==> src/wpp_map.svh <==
// Offsets-free constant map for the waveform parallel output port.
// Assumes a single 40 MHz system clock; included by bare name.
`ifndef WPP_MAP_SVH
`define WPP_MAP_SVH
// ============================================================
// Timing
`define WPP_CLK_MHZ        40
`define WPP_WORD_PERIOD_NS 500
`define WPP_WORD_CYC       (((`WPP_WORD_PERIOD_NS * `WPP_CLK_MHZ) + 999) / 1000)
`define WPP_HALF_CYC       (`WPP_WORD_CYC / 2)
// ============================================================
// Setting encodings and reset values
`define WPP_MODE_HS        2'h1
`define WPP_MODE_SYNC      2'h2
`define WPP_SCOPE_OFF      2'h0
`define WPP_SCOPE_ALL      2'h1
`define WPP_SCOPE_VALID    2'h2
`define WPP_RST_MODE       2'h1
`define WPP_RST_SCOPE      2'h0
`define WPP_RST_DUMP       1'b0
`define WPP_RST_BYTE_FMT   1'b0
// ============================================================
// Record size
`define WPP_ALL_BYTES      19'h40000
`endif

==> src/wpp_pkg.sv <==
// Types shared by the waveform parallel output port.
// Assumes nothing of its surroundings.
package wpp_pkg;
    typedef enum logic [1:0] {
        ACQ_IDLE   = 2'h0,
        ACQ_ARMED  = 2'h1,
        ACQ_TAKING = 2'h3
    } acq_state_e;

    typedef enum logic [2:0] {
        XF_IDLE    = 3'h0,
        XF_ADDR    = 3'h1,
        XF_FETCH   = 3'h3,
        XF_WAIT    = 3'h2,
        XF_SETUP   = 3'h6,
        XF_STROBE  = 3'h7,
        XF_RELEASE = 3'h5
    } xfer_state_e;
endpackage

==> src/waveform_parallel_port.sv <==
// Waveform parallel output port: streams the record memory to a receiver.
// Assumes a record memory with one cycle read latency and a digitizer
// that reports trigger and completion as one-cycle pulses.
// ============================================================
// Notes on behaviour
// Armed or taking acquisition ignores acquire, retransmit.
// Handshake mode sends only on receiver request.
// Synchronous mode strobes each word, no handshake.
// Continuous dump repeats record until new acquisition.
// Dump setting resets to off.
// Enabling dump forces scope off, mode handshake.
// Byte format sends one byte per cycle.
// Word format sends sixteen bits; default format.
// Bytes on low lines, high byte first.
// Mode accepts only 1 or 2; default 1.
// Scope off keeps port idle unless dump is on; default off.
// All scope sends fixed 262144 bytes.
// Valid scope sends only valid data.
// Acquire low acquires; retransmit low restarts record. The code acts on both pins only while dump is on.
// Toggle output flips at each transmission start.
// Digitizer active high while acquiring.
// Data latched on strobe rising edge.
// Synchronous data stable whole word period.
`include "wpp_map.svh"
module waveform_parallel_port
    import wpp_pkg::*;
#(
    parameter int HALF_CYC = `WPP_HALF_CYC
)
(
    input  wire logic        sys_clk,
    input  wire logic        rst_n,
    input  wire logic        cfg_wr_in,
    input  wire logic        cfg_dump_in,
    input  wire logic [1:0]  cfg_scope_in,
    input  wire logic [1:0]  cfg_mode_in,
    input  wire logic        cfg_byte_fmt_in,
    output logic             dump_out,
    output logic [1:0]       scope_out,
    output logic [1:0]       mode_out,
    output logic             byte_fmt_out,
    output logic [18:0]      length_bytes_out,
    input  wire logic        acq_start_in,
    input  wire logic        send_start_in,
    input  wire logic        trigger_in,
    input  wire logic        acq_done_in,
    input  wire logic [17:0] valid_words_in,
    output logic [16:0]      mem_addr_out,
    input  wire logic [15:0] mem_data_in,
    input  wire logic        acquire_request_in,
    input  wire logic        retransmit_request_in,
    input  wire logic        receiver_request_in,
    output logic [15:0]      port_data_out,
    output logic             data_latch_pulse_out,
    output logic             digitizer_active_out,
    output logic             transfer_toggle_out,
    output logic             port_active_out
);
    // ============================================================
    // Pin synchronisers
    logic [2:0] pin_raw;
    logic [2:0] pin_s;
    logic [2:0] pin_prev_ff;
    assign pin_raw = {receiver_request_in, retransmit_request_in, acquire_request_in};

    genvar gi;
    generate
        for (gi = 0; gi < 3; gi++)
        begin : g_sync
            pin_sync u_sync (
                .sys_clk  (sys_clk),
                .rst_n    (rst_n),
                .pin_in   (pin_raw[gi]),
                .sync_out (pin_s[gi])
            );
        end
    endgenerate

    always_ff @(posedge sys_clk)
    begin
        if (!rst_n)
            pin_prev_ff <= 3'h7;
        else
            pin_prev_ff <= pin_s;
    end

    wire acq_pin_fall  = pin_prev_ff[0] & ~pin_s[0];
    wire retx_pin_fall = pin_prev_ff[1] & ~pin_s[1];
    wire req_high      = pin_s[2];

    // ============================================================
    // Settings
    logic       dump_ff;
    logic [1:0] scope_ff;
    logic [1:0] mode_ff;
    logic       byte_fmt_ff;
    wire        mode_legal = (cfg_mode_in == `WPP_MODE_HS) || (cfg_mode_in == `WPP_MODE_SYNC);

    always_ff @(posedge sys_clk)
    begin
        if (!rst_n)
        begin
            dump_ff     <= `WPP_RST_DUMP;
            scope_ff    <= `WPP_RST_SCOPE;
            mode_ff     <= `WPP_RST_MODE;
            byte_fmt_ff <= `WPP_RST_BYTE_FMT;
        end
        else if (cfg_wr_in)
        begin
            dump_ff     <= cfg_dump_in;
            byte_fmt_ff <= cfg_byte_fmt_in;
            if (cfg_dump_in)
            begin
                scope_ff <= `WPP_SCOPE_OFF;
                mode_ff  <= `WPP_MODE_HS;
            end
            else
            begin
                scope_ff <= (cfg_scope_in == 2'h3) ? scope_ff : cfg_scope_in;
                if (mode_legal)
                    mode_ff <= cfg_mode_in;
            end
        end
    end

    assign dump_out     = dump_ff;
    assign scope_out    = scope_ff;
    assign mode_out     = mode_ff;
    assign byte_fmt_out = byte_fmt_ff;

    // Dump streams the valid record even though its scope reads off.
    wire        active    = dump_ff | (scope_ff != `WPP_SCOPE_OFF);
    wire        sync_mode = (mode_ff == `WPP_MODE_SYNC);
    wire [18:0] valid_bytes = {valid_words_in, 1'b0};
    wire [18:0] rec_bytes = (scope_ff == `WPP_SCOPE_ALL) ? `WPP_ALL_BYTES
                                                          : valid_bytes;
    assign length_bytes_out = rec_bytes;
    assign port_active_out  = active;

    // ============================================================
    // Acquisition control
    acq_state_e acq_ff;
    acq_state_e nxt_acq;
    wire acq_idle = (acq_ff == ACQ_IDLE);
    // Requests while armed or taking are dropped, not queued.
    wire acq_go   = acq_idle & (acq_start_in | (dump_ff & acq_pin_fall));
    wire acq_done_evt = (acq_ff == ACQ_TAKING) & acq_done_in;

    always_comb
    begin
        nxt_acq = acq_ff;
        case (acq_ff)
            ACQ_IDLE:   if (acq_go) nxt_acq = ACQ_ARMED;
            ACQ_ARMED:  if (trigger_in) nxt_acq = ACQ_TAKING;
            ACQ_TAKING: if (acq_done_in) nxt_acq = ACQ_IDLE;
            default:    nxt_acq = ACQ_IDLE;
        endcase
    end

    always_ff @(posedge sys_clk)
    begin
        if (!rst_n)
            acq_ff <= ACQ_IDLE;
        else
            acq_ff <= nxt_acq;
    end

    assign digitizer_active_out = ~acq_idle;

    // ============================================================
    // Transfer engine
    xfer_state_e xf_ff;
    xfer_state_e nxt_xf;
    logic [18:0] left_ff;
    logic [16:0] addr_ff;
    logic        phase_ff;
    logic [15:0] word_ff;
    logic [15:0] data_ff;
    logic        strobe_ff;
    logic        toggle_ff;
    logic [7:0]  cnt_ff;

    wire retx_ok = dump_ff & acq_idle & retx_pin_fall;
    wire send_ok = active & acq_idle & send_start_in;
    wire start   = (active & acq_done_evt) | retx_ok | send_ok;
    wire [18:0] step = byte_fmt_ff ? 19'h1 : 19'h2;
    wire last_unit  = (left_ff <= step);
    wire cnt_zero   = (cnt_ff == 8'h0);
    wire unit_done  = sync_mode ? (xf_ff == XF_STROBE) & cnt_zero
                                : (xf_ff == XF_RELEASE) & ~req_high;
    wire loop_again = unit_done & last_unit & dump_ff;
    wire begin_rec  = (start | loop_again) & (rec_bytes != 19'h0);
    wire next_word  = ~byte_fmt_ff | phase_ff;
    // Synchronous mode loads the lines while the word register is still filling,
    // and the second byte loads while the phase bit is still flipping.
    wire [15:0] load_word  = (xf_ff == XF_FETCH) ? mem_data_in : word_ff;
    wire        load_phase = unit_done ? (byte_fmt_ff & ~phase_ff) : phase_ff;
    wire [15:0] out_val = ~byte_fmt_ff ? load_word
                        : (load_phase ? {8'h00, load_word[7:0]}
                                      : {8'h00, load_word[15:8]});

    always_comb
    begin
        nxt_xf = xf_ff;
        case (xf_ff)
            XF_IDLE:    nxt_xf = XF_IDLE;
            XF_ADDR:    nxt_xf = XF_FETCH;
            XF_FETCH:   nxt_xf = sync_mode ? XF_SETUP : XF_WAIT;
            XF_WAIT:    if (req_high) nxt_xf = XF_SETUP;
            XF_SETUP:   if (cnt_zero) nxt_xf = XF_STROBE;
            XF_STROBE:  if (cnt_zero) nxt_xf = sync_mode ? XF_IDLE : XF_RELEASE;
            XF_RELEASE: if (!req_high) nxt_xf = XF_IDLE;
            default:    nxt_xf = XF_IDLE;
        endcase
        if (unit_done && !last_unit)
            nxt_xf = next_word ? XF_ADDR : (sync_mode ? XF_SETUP : XF_WAIT);
        if (begin_rec)
            nxt_xf = XF_ADDR;
        if (acq_go || !active)
            nxt_xf = XF_IDLE;
    end

    always_ff @(posedge sys_clk)
    begin
        if (!rst_n)
            xf_ff <= XF_IDLE;
        else
            xf_ff <= nxt_xf;
    end

    // Counter reloads on entry to setup and strobe halves.
    always_ff @(posedge sys_clk)
    begin
        if (!rst_n)
            cnt_ff <= 8'h0;
        else if ((nxt_xf == XF_SETUP || nxt_xf == XF_STROBE) && nxt_xf != xf_ff)
            cnt_ff <= 8'(HALF_CYC - 1);
        else if (unit_done && nxt_xf == XF_SETUP)
            cnt_ff <= 8'(HALF_CYC - 1);
        else if (!cnt_zero)
            cnt_ff <= cnt_ff - 8'h1;
    end

    always_ff @(posedge sys_clk)
    begin
        if (!rst_n)
        begin
            left_ff   <= 19'h0;
            addr_ff   <= 17'h0;
            phase_ff  <= 1'b0;
            word_ff   <= 16'h0;
            toggle_ff <= 1'b0;
        end
        else if (begin_rec && !acq_go)
        begin
            left_ff   <= rec_bytes;
            addr_ff   <= 17'h0;
            phase_ff  <= 1'b0;
            toggle_ff <= ~toggle_ff;
        end
        else
        begin
            if (xf_ff == XF_FETCH)
                word_ff <= mem_data_in;
            if (unit_done)
            begin
                left_ff  <= last_unit ? 19'h0 : left_ff - step;
                phase_ff <= byte_fmt_ff & ~phase_ff;
                if (next_word)
                    addr_ff <= addr_ff + 17'h1;
            end
        end
    end

    // Data loads at setup entry and holds through the strobe half.
    always_ff @(posedge sys_clk)
    begin
        if (!rst_n)
        begin
            data_ff   <= 16'h0;
            strobe_ff <= 1'b0;
        end
        else
        begin
            if (nxt_xf == XF_SETUP && xf_ff != XF_SETUP)
                data_ff <= out_val;
            else if (unit_done && nxt_xf == XF_SETUP)
                data_ff <= out_val;
            strobe_ff <= (nxt_xf == XF_STROBE);
        end
    end

    assign mem_addr_out         = addr_ff;
    assign port_data_out        = data_ff;
    assign data_latch_pulse_out = strobe_ff;
    assign transfer_toggle_out  = toggle_ff;
endmodule

==> src/pin_sync.sv <==
// Two-flop synchroniser for pins arriving from outside the clock domain.
// Assumes the consumer reads only sync_out.
module pin_sync
(
    input  wire logic sys_clk,
    input  wire logic rst_n,
    input  wire logic pin_in,
    output logic      sync_out
);
    logic meta_ff;

    always_ff @(posedge sys_clk)
    begin
        if (!rst_n)
        begin
            meta_ff  <= 1'b1;
            sync_out <= 1'b1;
        end
        else
        begin
            meta_ff  <= pin_in;
            sync_out <= meta_ff;
        end
    end
endmodule

==> config.mk <==
export PLATFORM = sky130hd
export DESIGN_NAME = waveform_parallel_port
export DESIGN_NICKNAME = d
export VERILOG_FILES = /design/src/wpp_pkg.sv /design/src/waveform_parallel_port.sv /design/src/pin_sync.sv
export VERILOG_INCLUDE_DIRS = /design/src /design/src/src
export SDC_FILE = /design/constraint.sdc
export NUM_CORES = 1
export LEC_CHECK = 0
export ABC_AREA = 1
export BUFFER_PORTS_ARGS = -buffer_cell sky130_fd_sc_hd__buf_2
export CORE_AREA = 5 5 91 114
export CTS_CLUSTER_SIZE = 30
export DETAILED_ROUTE_END_ITERATION = 7
export DIE_AREA = 0 0 96 119
export PLACE_DENSITY_LB_ADDON = 0.12
export SETUP_SLACK_MARGIN = 0.02
export SYNTH_ARGS = -nofsm -noshare
export SYNTH_HDL_FRONTEND = slang
export SYNTH_SLANG_ARGS = --single-unit
==> constraint.sdc <==
create_clock -name sys_clk -period 5.66 [get_ports sys_clk]
set_input_delay 0.283 -clock sys_clk [delete_from_list [all_inputs] [get_ports sys_clk]]
set_output_delay 0.283 -clock sys_clk [all_outputs]
set_load 0.02 [all_outputs]
==> results.json, run 1 <==
{
  "outcome": "finished clean",
  "worstPathCellList": "ha_1 -> inv_1 -> nor2_1 -> nor2_1 -> nand3_1 -> nand2_2 -> nand3_1 -> nand2_1 -> nand2_2 -> inv_2 -> nand2_2 -> nand2_1 -> inv_1 -> o21ai_1 -> nand2_1 -> o21a_1",
  "arrival_ns": 4.19,
  "num_rows": 39,
  "dieArea_um2": 11400,
  "yosys_warnings": 0,
  "tns_ns": 0,
  "die_h_um": 119,
  "seq_area_um2": 1960,
  "cpMaxStageDelayCell": "nand2_1",
  "htreeDepth": 3,
  "cts_tree": "built",
  "die_w_um": 96,
  "grtUsageTotal": 0.239,
  "endpoint_kind": "register",
  "num_vias": 5077,
  "finalHoldViolCount": 0,
  "synth_cell_types": 44,
  "synth_edf_count": 0,
  "multiInputGateArea_um2": 2760,
  "drt-total-wl_mm": 13.3,
  "worstSetupPathType": "register to register",
  "route.detailed.drc": 0,
  "fmax_mhz": 253,
  "powerDensity_nw_per_um2": 301,
  "ys_async_sr_fraction": 0,
  "min_path_type": "primary input to register",
  "tightest_slew_ns": 1.11,
  "core_um2": 9080,
  "clockBufferDepth": 2,
  "start_util": 0.574,
  "cts_hold_buf": 0,
  "slew_violations": 0,
  "crit_fanout": 68,
  "grt_antenna_before_repair": 0,
  "post_drt_wl_per_cell_um": 14.0,
  "numCtsBuffers": 9,
  "overflow": 0,
  "syn-mean-instance-area_um2": 7.19,
  "ios": 112,
  "synthFlopType": "dfxtp_1",
  "cap_violations": 0,
  "layout.nets": 877,
  "cts-root-buf": "clkbuf_16",
  "dp_hpwl_mm": 9.64,
  "cts_resized": 0,
  "required_ns": 5.90,
  "ys_ff_latch": 98,
  "cts.sinks": 98,
  "syn_to_final_growth_pct": 16.8,
  "dr.pass1.iters": 5,
  "post-route-util": 0.671,
  "p_leak_nw": 2.79,
  "relSlewSlack": 0.255,
  "first_global_vias": 5080,
  "irDropWorstVdd_uv": 180,
  "critPathLaunchType": "register",
  "gp_congestion": 0.869,
  "drive_gt1_frac": 0.209,
  "final_cell_mix": "nand2_1 (117), buf_2 (110), dfxtp_1 (98)",
  "mappedNetlistArea_um2": 5210,
  "yosysSeqAreaShare": 0.376,
  "dr.first_iter.drc_count": 356,
  "n_fill_cell": 837,
  "max_stage_delay_ns": 0.77,
  "ant_nets": 0,
  "clkLatencyLatePin_ns": 0.35,
  "grt_setup_unrepaired": "no",
  "syn_inst": 725,
  "period_needed_ns": 3.95,
  "avgViaCountPerCell": 5.35,
  "timing.final.crit_share": 0.698,
  "fin_worst_skew_ns": 0.00815,
  "setup_viol": 0,
  "clk_pin_slew_worst_paths_ns": 0.07,
  "portBuffers": 110,
  "grt_pass1_wl_mm": 22.4,
  "antennaDiodeCount": 0,
  "grt_max_degree": 69,
  "final_common_cell": "nand2_1",
  "syn_nets": 781,
  "cts_setup_buffers": 0
}
==> routing by layer <==
| metal | track usage | routed length [µm] | vias to the layer above |
|---|---|---|---|
| met4 | 0.0943 | 292 | 0 |
| met3 | 0.0473 | 716 | 17 |
| met5 | 0 | 0 | - |
| met2 | 0.404 | 6560 | 165 |
| li1 | - | - | 2574 |
| met1 | 0.293 | 5730 | 2321 |
==> registers in the layout (all words and copies together), names as in the netlist <==
name                    cells
acq_ff                      2
byte_fmt_out                1
cnt_ff                      8
data_latch_pulse_out        1
dump_out                    1
g_sync.u_sync.meta_ff       3
g_sync.u_sync.sync_out      3
left_ff                    19
mem_addr_out               17
mode_out                    2
phase_ff                    1
pin_prev_ff                 2
port_data_out              16
scope_out                   2
transfer_toggle_out         1
word_ff                    16
xf_ff                       3
==> final timing paths <==
path                                        from                                   end  slack, ns  cells past startpoint
max                    byte_fmt_out$_SDFFE_PN0P_         mem_addr_out[15]$_SDFFE_PP0P_       1.71                     16
min                          receiver_request_in   g_sync[2].u_sync.meta_ff$_SDFF_PN1_       0.13                      2
max reg2reg            byte_fmt_out$_SDFFE_PN0P_         mem_addr_out[15]$_SDFFE_PP0P_       1.71                     16
min reg2reg  g_sync[2].u_sync.meta_ff$_SDFF_PN1_  g_sync[2].u_sync.sync_out$_SDFF_PN1_       0.42                      1
==> per-stage QoR <==
step                instance area [µm²]  total power, mW  hold slack [ns]  instances  setup slack (ns)
finish                             6090             1.83            0.127        949              1.71
floorplan                          5210             1.11            0.390        725              3.39
CTS                                6090             1.84            0.122        949              1.74
detailed placement                 5790             1.22            0.399        933              1.76
global placement                   5790             1.20            0.396        933              2.00
global route                       6090             1.95            0.130        949              1.38
==> worst max-delay path, delay by kind of cell, from the launching register on <==
kind / cells / cell delay, ns
DFF: 1 / 0.63
AOI/OAI and AO/OA: 2 / 0.25
buffers and inverters: 3 / 0.32
adders and majority gates: 1 / 0.34
and+or+nand+nor: 10 / 2.28
==> power breakdown <==
group	internal (mW)	switching, mW	leakage [nW]
Combinational	0.156	0.279	1.85
Clock	0.358	0.270	0.147
Sequential	0.735	0.0364	0.798
==> cell type report <==
class                           instances  area share
Clock inverter                          5     0.00986
Tap cell                              123      0.0253
Multi-Input combinational cell        506       0.453
Clock buffer                           11      0.0399
Inverter                               95      0.0586
Timing Repair Buffer                  111      0.0916
Sequential cell                        98       0.322
==> synth_stat cells (3+ instances only) <==
cell      number  area, µm²
inv_2         10       37.5
mux2i_1       24        240
buf_6          3       33.8
nand3_2        3       30.0
nand2_1      117        439
o21ai_1       24        120
nand3_1       28        140
a31oi_1        3       18.8
xnor2_1        6       52.6
nor4_1         3       18.8
nor3_1         9       45.0
ha_1           5       62.6
xor2_1        15        131
inv_1         84        315
clkbuf_1      10       37.5
nand4_1       22        138
nor2_4         5       56.3
or2_2         10       62.6
a21oi_1       66        330
nand2_2        7       43.8
o21ai_0       50        250
a211oi_1       3       22.5
buf_2         12       60.1
nor2_2         4       25.0
dfxtp_1       98       1960
nor2_1        77        289
nand3b_1       3       22.5
==> cells by family (layout without fill, tap and decap cells) <==
family	count (synthesis)	after routing	share of synthesized area
flops	98	98	0.376
fa+ha+maj	6	6	0.0158
xor+xnor	21	21	0.0353
simple gates	301	301	0.278
buf+inv	121	222	0.0950
other cells	1	1	0.000719
compound gates	153	153	0.153
mux	24	24	0.0461
No activity file was read; power rests on OpenSTA's default activity.
==> run 2: changes to the inputs <==
Settings changed: ABC_AREA 1 to 0, CORE_AREA 5 5 91 114 to 5 5 97 122, DIE_AREA 0 0 96 119 to 0 0 102 127.
Clock period 5.66 ns to 3.25 ns, I/O delays scaled along.
==> run 2 against run 1 <==
First-iteration DRC count is 24% lower. Largest power group unchanged. Critical endpoint is now port_data_out[7]$_SDFFE_PN0P_. Critical path type unchanged. Synthesized cell count is 15% lower. Count of clock-buffer cells in the layout is 1 lower. Cell area is 1.1% lower.
==> results.json, run 2 <==
{
  "dr.first_iter.drc_count": 272,
  "synth_top_area_share": 0.389,
  "top_register": "left_ff",
  "min_path_type": "primary input to register",
  "dr.pass1.iters": 5,
  "clkLatencyLatePin_ns": 0.34,
  "post-route-util": 0.576,
  "grt_setup_unrepaired": "no",
  "syn_inst": 615,
  "cts_setup_buffers": 0,
  "route.detailed.drc": 0,
  "tightest_slew_ns": 1.11,
  "avgViaCountPerCell": 5.52,
  "irDropWorstVdd_uv": 337,
  "grt_pass1_wl_mm": 21.5,
  "syn_to_final_growth_pct": 19.3,
  "synth-compound-area-share": 0.136,
  "syn_nets": 671,
  "fin_worst_skew_ns": 0.00830,
  "fmax_mhz": 364,
  "final_common_cell": "buf_2",
  "reg2reg_slack_ns": 0.51,
  "setup_viol": 0,
  "cts-root-buf": "clkbuf_16",
  "crit_fanout": 15,
  "ys_ff_latch": 98,
  "drive_gt1_frac": 0.222,
  "htreeDepth": 3,
  "clk_pin_slew_worst_paths_ns": 0.07,
  "num_vias": 4707,
  "post_drt_wl_per_cell_um": 15.2,
  "largest_reg_flops": 19,
  "dp_hpwl_mm": 9.52,
  "die_w_um": 102,
  "core_um2": 10500,
  "timing.final.crit_share": 0.844,
  "arrival_ns": 2.97,
  "synth_cell_types": 69,
  "first_global_vias": 4452,
  "start_util": 0.483,
  "clockBufferDepth": 2,
  "num_rows": 42,
  "die_h_um": 127,
  "synth_top_area_cell": "dfxtp_1",
  "portBuffers": 110,
  "yosysMostFrequentCell": "dfxtp_1",
  "place_area_um2": 5700,
  "final_area_um2": 6020,
  "antennaDiodeCount": 0,
  "gp_congestion": 0.908,
  "numCtsBuffers": 9,
  "dp_worst_setup_slack_ns": 0.514,
  "cts_resized": 0,
  "critPathLaunchType": "register",
  "yosysSeqAreaShare": 0.389,
  "p_leak_nw": 2.53,
  "finalHoldViolCount": 0,
  "ant_nets": 0,
  "ios": 112,
  "outcome": "finished clean",
  "endpoint_kind": "register",
  "cts_tree": "built",
  "synthFlopType": "dfxtp_1",
  "syn-mean-instance-area_um2": 8.21,
  "cts_hold_buf": 3,
  "ys_async_sr_fraction": 0,
  "tns_ns": 0,
  "final_cell_mix": "buf_2 (110), dfxtp_1 (98), nor2_1 (83)",
  "synth_xor_area_frac": 0.0416,
  "finalPower_mw": 3.10,
  "synth-simple-area-share": 0.294,
  "synth_top_family_by_area": "simple AND/OR/NAND/NOR gates",
  "grtUsageTotal": 0.205,
  "slew_violations": 0,
  "worstSetupPathType": "register to register",
  "layout.nets": 772,
  "yosys_warnings": 0,
  "mappedNetlistArea_um2": 5050,
  "relSlewSlack": 0.263,
  "overflow": 0,
  "n_fill_cell": 950,
  "synth_fa_ha_area_frac": 0.0164,
  "drt-total-wl_mm": 13.0,
  "synth_edf_count": 0,
  "grt_antenna_before_repair": 0,
  "cts.sinks": 98,
  "dieArea_um2": 13000,
  "period_needed_ns": 2.74,
  "grt_max_degree": 45,
  "synthTopCellsByArea": "dfxtp_1 (39%), nor2_1 (6.2%), mux2i_1 (5.6%), nand2_1 (5.2%), nand3_1 (2.9%)",
  "powerDensity_nw_per_um2": 514,
  "required_ns": 3.48,
  "fin_ws_ns": 0.506,
  "cap_violations": 0,
  "synth.area.mux_share": 0.0800,
  "synth_commonest_cells": "dfxtp_1 (98), nor2_1 (83), nand2_1 (70)"
}
## run 2: cell families after synthesis
group                      Yosys count
and+or+nand+nor                    293
AOI/OAI and AO/OA                  102
DFF                                 98
buffers and inverters               52
muxes                               39
xor gates and xnor gates            24
adders and majority gates            6
other                                1
## run 2: per-stage QoR
| step | instances | hold WS, ns |
|---|---|---|
| 6_report | 853 | 0.0611 |
| 5_1_grt | 853 | 0.0690 |
| 4_1_cts | 853 | 0.0539 |
| 3_5_place_dp | 834 | 0.346 |
| 3_3_place_gp | 834 | 0.342 |
| 2_1_floorplan | 615 | 0.264 |
## run 2: final timing paths
check / from / end / cells after the start
setup / recovery: xf_ff[0]$_SDFF_PN0_ / port_data_out[7]$_SDFFE_PN0P_ / 7
hold / removal: mem_data_in[0] / word_ff[0]$_SDFFE_PN0N_ / 3
setup reg to reg: xf_ff[0]$_SDFF_PN0_ / port_data_out[7]$_SDFFE_PN0P_ / 7
hold reg to reg: g_sync[2].u_sync.meta_ff$_SDFF_PN1_ / g_sync[2].u_sync.sync_out$_SDFF_PN1_ / 1
## run 2: worst max-delay path: stages, from the launching register on
cell	delay, ns
dfxtp_1	0.51
inv_1	0.16
or4_1	0.58
nand2_1	0.39
mux2_2	0.53
mux2_2	0.31
nand2_1	0.07
mux2i_1	0.07
## run 2: routing by layer
| layer | share of wire | vias to the layer above | global-route usage |
|---|---|---|---|
| li1 | - | 2351 | - |
| met4 | 0.029 | 0 | 0.0934 |
| met1 | 0.44 | 2177 | 0.270 |
| met5 | 0 | - | 0 |
| met3 | 0.047 | 31 | 0.0262 |
| met2 | 0.49 | 148 | 0.332 |
## run 2: area by class of cell
class,instances,area (µm²),share of cell area
Multi-Input combinational cell,465,2870,0.477
Clock buffer,10,229,0.0380
Clock inverter,6,65.1,0.0108
Tap cell,132,165,0.0274
Sequential cell,98,1960,0.326
Timing Repair Buffer,124,663,0.110
Inverter,18,67.6,0.0112
## run 2: power breakdown
part           leakage [nW]  internal, mW  switching [mW]  total (mW)
combinational          1.59         0.279           0.412       0.691
clock                 0.143         0.599           0.468        1.07
sequential            0.795          1.27          0.0692        1.34
total                  2.53          2.15           0.949        3.10
==> run 3: changes to the inputs <==
Clock period 3.25 ns to 2.5 ns, I/O delays scaled along.
==> run 3 against run 2 <==
Non-clock buffer count grew 30. Wire length grew 8.1%. Power grew 33%. Die area stayed put. Register-to-register slack got worse by 0.46 ns. Critical path type unchanged. Count of clock-buffer cells in the layout shrank 1.
==> results.json, run 3 (same netlist as run 2, synthesis figures left out) <==
{
  "grt_max_degree": 45,
  "final_cell_mix": "buf_2 (110), dfxtp_1 (90), nor2_1 (82)",
  "setup_viol": 0,
  "cts.sinks": 98,
  "drt-total-wl_mm": 14.0,
  "top_register": "left_ff",
  "ios": 112,
  "dp_worst_setup_slack_ns": -0.210,
  "dr.pass1.iters": 5,
  "finalHoldViolCount": 0,
  "dr.first_iter.drc_count": 226,
  "start_util": 0.483,
  "power_frac_comb": 0.256,
  "min_path_type": "primary input to register",
  "grt_setup_unrepaired": "yes",
  "clockBufferDepth": 2,
  "tightest_slew_ns": 0.658,
  "first_global_vias": 4785,
  "grt_antenna_before_repair": 0,
  "clk_pin_slew_worst_paths_ns": 0.07,
  "arrival_ns": 2.74,
  "cap_violations": 0,
  "startpoint": "left_ff[6]$_SDFFE_PN0P_",
  "fmax_mhz": 407,
  "core_um2": 10500,
  "final_common_cell": "buf_2",
  "die_h_um": 127,
  "die_w_um": 102,
  "worstSetupPathType": "register to register",
  "critPathLaunchType": "register",
  "num_rows": 42,
  "portBuffers": 110,
  "grtUsageTotal": 0.215,
  "timing.hold.ws_ns": 0.0235,
  "post_drt_wl_per_cell_um": 15.9,
  "crit_fanout": 5,
  "clockPowerShare": 0.320,
  "fin_ws_ns": 0.0448,
  "route.detailed.drc": 0,
  "syn_to_final_growth_pct": 27.6,
  "p_seq_frac": 0.424,
  "p_sw_frac": 0.317,
  "dp_hpwl_mm": 10.3,
  "rr_endpoint": "cnt_ff[0]$_SDFFE_PN0P_",
  "avgViaCountPerCell": 5.52,
  "reg2reg_slack_ns": 0.04,
  "numCtsBuffers": 9,
  "largest_reg_flops": 19,
  "endpoint": "cnt_ff[0]$_SDFFE_PN0P_",
  "drive_gt1_frac": 0.298,
  "r2r-start": "left_ff[6]$_SDFFE_PN0P_",
  "powerDensity_nw_per_um2": 640,
  "gp_congestion": 0.934,
  "ant_nets": 0,
  "n_fill_cell": 922,
  "relSlewSlack": 0.561,
  "tns_ns": 0,
  "num_vias": 4872,
  "overflow": 0,
  "p_leak_nw": 2.71,
  "p_sw_mw": 1.31,
  "required_ns": 2.78,
  "period_needed_ns": 2.46,
  "rr_worst_depth": 7,
  "endpoint_kind": "register",
  "htreeDepth": 3,
  "fin_worst_skew_ns": 0.0101,
  "cts_tree": "built",
  "dieArea_um2": 13000,
  "layout.nets": 802,
  "outcome": "finished clean",
  "slew_violations": 0,
  "clkLatencyLatePin_ns": 0.34,
  "power.internal_mw": 2.82,
  "cts-root-buf": "clkbuf_16",
  "grt_pass1_wl_mm": 22.8,
  "irDropWorstVdd_uv": 385,
  "timing.final.crit_share": 0.982,
  "antennaDiodeCount": 0
}
## run 3: final cells by class
class | instances | area (µm²) | share of cell area
inverters | 18 | 67.6 | 0.0105
clock inverters | 7 | 60.1 | 0.00932
well taps | 132 | 165 | 0.0256
multi-input cells | 465 | 3020 | 0.469
flip-flops and latches | 98 | 1970 | 0.306
clock buffers | 9 | 225 | 0.0349
repair buffers | 154 | 931 | 0.144
## run 3: worst min-delay path by stage
stage | start | to | slack (ns) | depth (start not counted)
6_report | mem_data_in[6] | word_ff[6]$_SDFFE_PN0N_ | 0.02 | 3
5_1_grt | mem_data_in[4] | word_ff[4]$_SDFFE_PN0N_ | 0.04 | 3
4_1_cts | mem_data_in[6] | word_ff[6]$_SDFFE_PN0N_ | 0.02 | 3
3_5_place_dp | acquire_request_in | g_sync[0].u_sync.meta_ff$_SDFF_PN1_ | 0.32 | 2
3_3_place_gp | retransmit_request_in | g_sync[1].u_sync.meta_ff$_SDFF_PN1_ | 0.31 | 2
2_1_floorplan | acquire_request_in | g_sync[0].u_sync.meta_ff$_SDFF_PN1_ | 0.23 | 1
## run 3: power by group through the flow
stage | clock network [mW] | registers (mW) | logic [mW]
after floorplan | 0 | 1.77 | 0.687
after global placement | 0 | 1.76 | 0.941
after detailed placement | 0 | 1.77 | 0.965
after CTS | 1.35 | 1.73 | 0.988
after global routing | 1.42 | 1.76 | 1.18
final | 1.32 | 1.75 | 1.06
## run 3: metal layers
layer | vias up | track usage | routed length [µm]
li1 | 2411 | - | -
met1 | 2289 | 0.268 | 5900
met2 | 144 | 0.372 | 7000
met3 | 28 | 0.0425 | 819
met4 | 0 | 0.0672 | 311
met5 | - | 0 | 0
## run 3: critical path, cell delays in order, from the launching register on
cell and delay, ns:
dfxtp_2 0.34, or3_4 0.40, or3_4 0.38, and4b_2 0.35
o21ai_1 0.09, nor4bb_2 0.19, nor4_1 0.45, o21a_1 0.20
## run 3: what timing repair did
| action | CTS | global route |
|---|---|---|
| resized for setup | 7 | 19 |
| hold endpoints to repair | 3 | 0 |
| pin swaps | 4 | 4 |
| setup buffers | 1 | 4 |
| gates cloned | 0 | 1 |
| hold buffers | 3 | 0 |
| endpoints found under the setup margin | 40 | 39 |
## run 3: stage by stage
stage	power (mW)	instances	util	area, µm²
2_1_floorplan	2.45	615	-	5100
3_3_place_gp	2.71	858	0.569	5950
3_5_place_dp	2.73	858	0.569	5950
4_1_cts	4.07	878	0.604	6310
5_1_grt	4.36	883	0.616	6440
6_report	4.13	883	0.616	6440
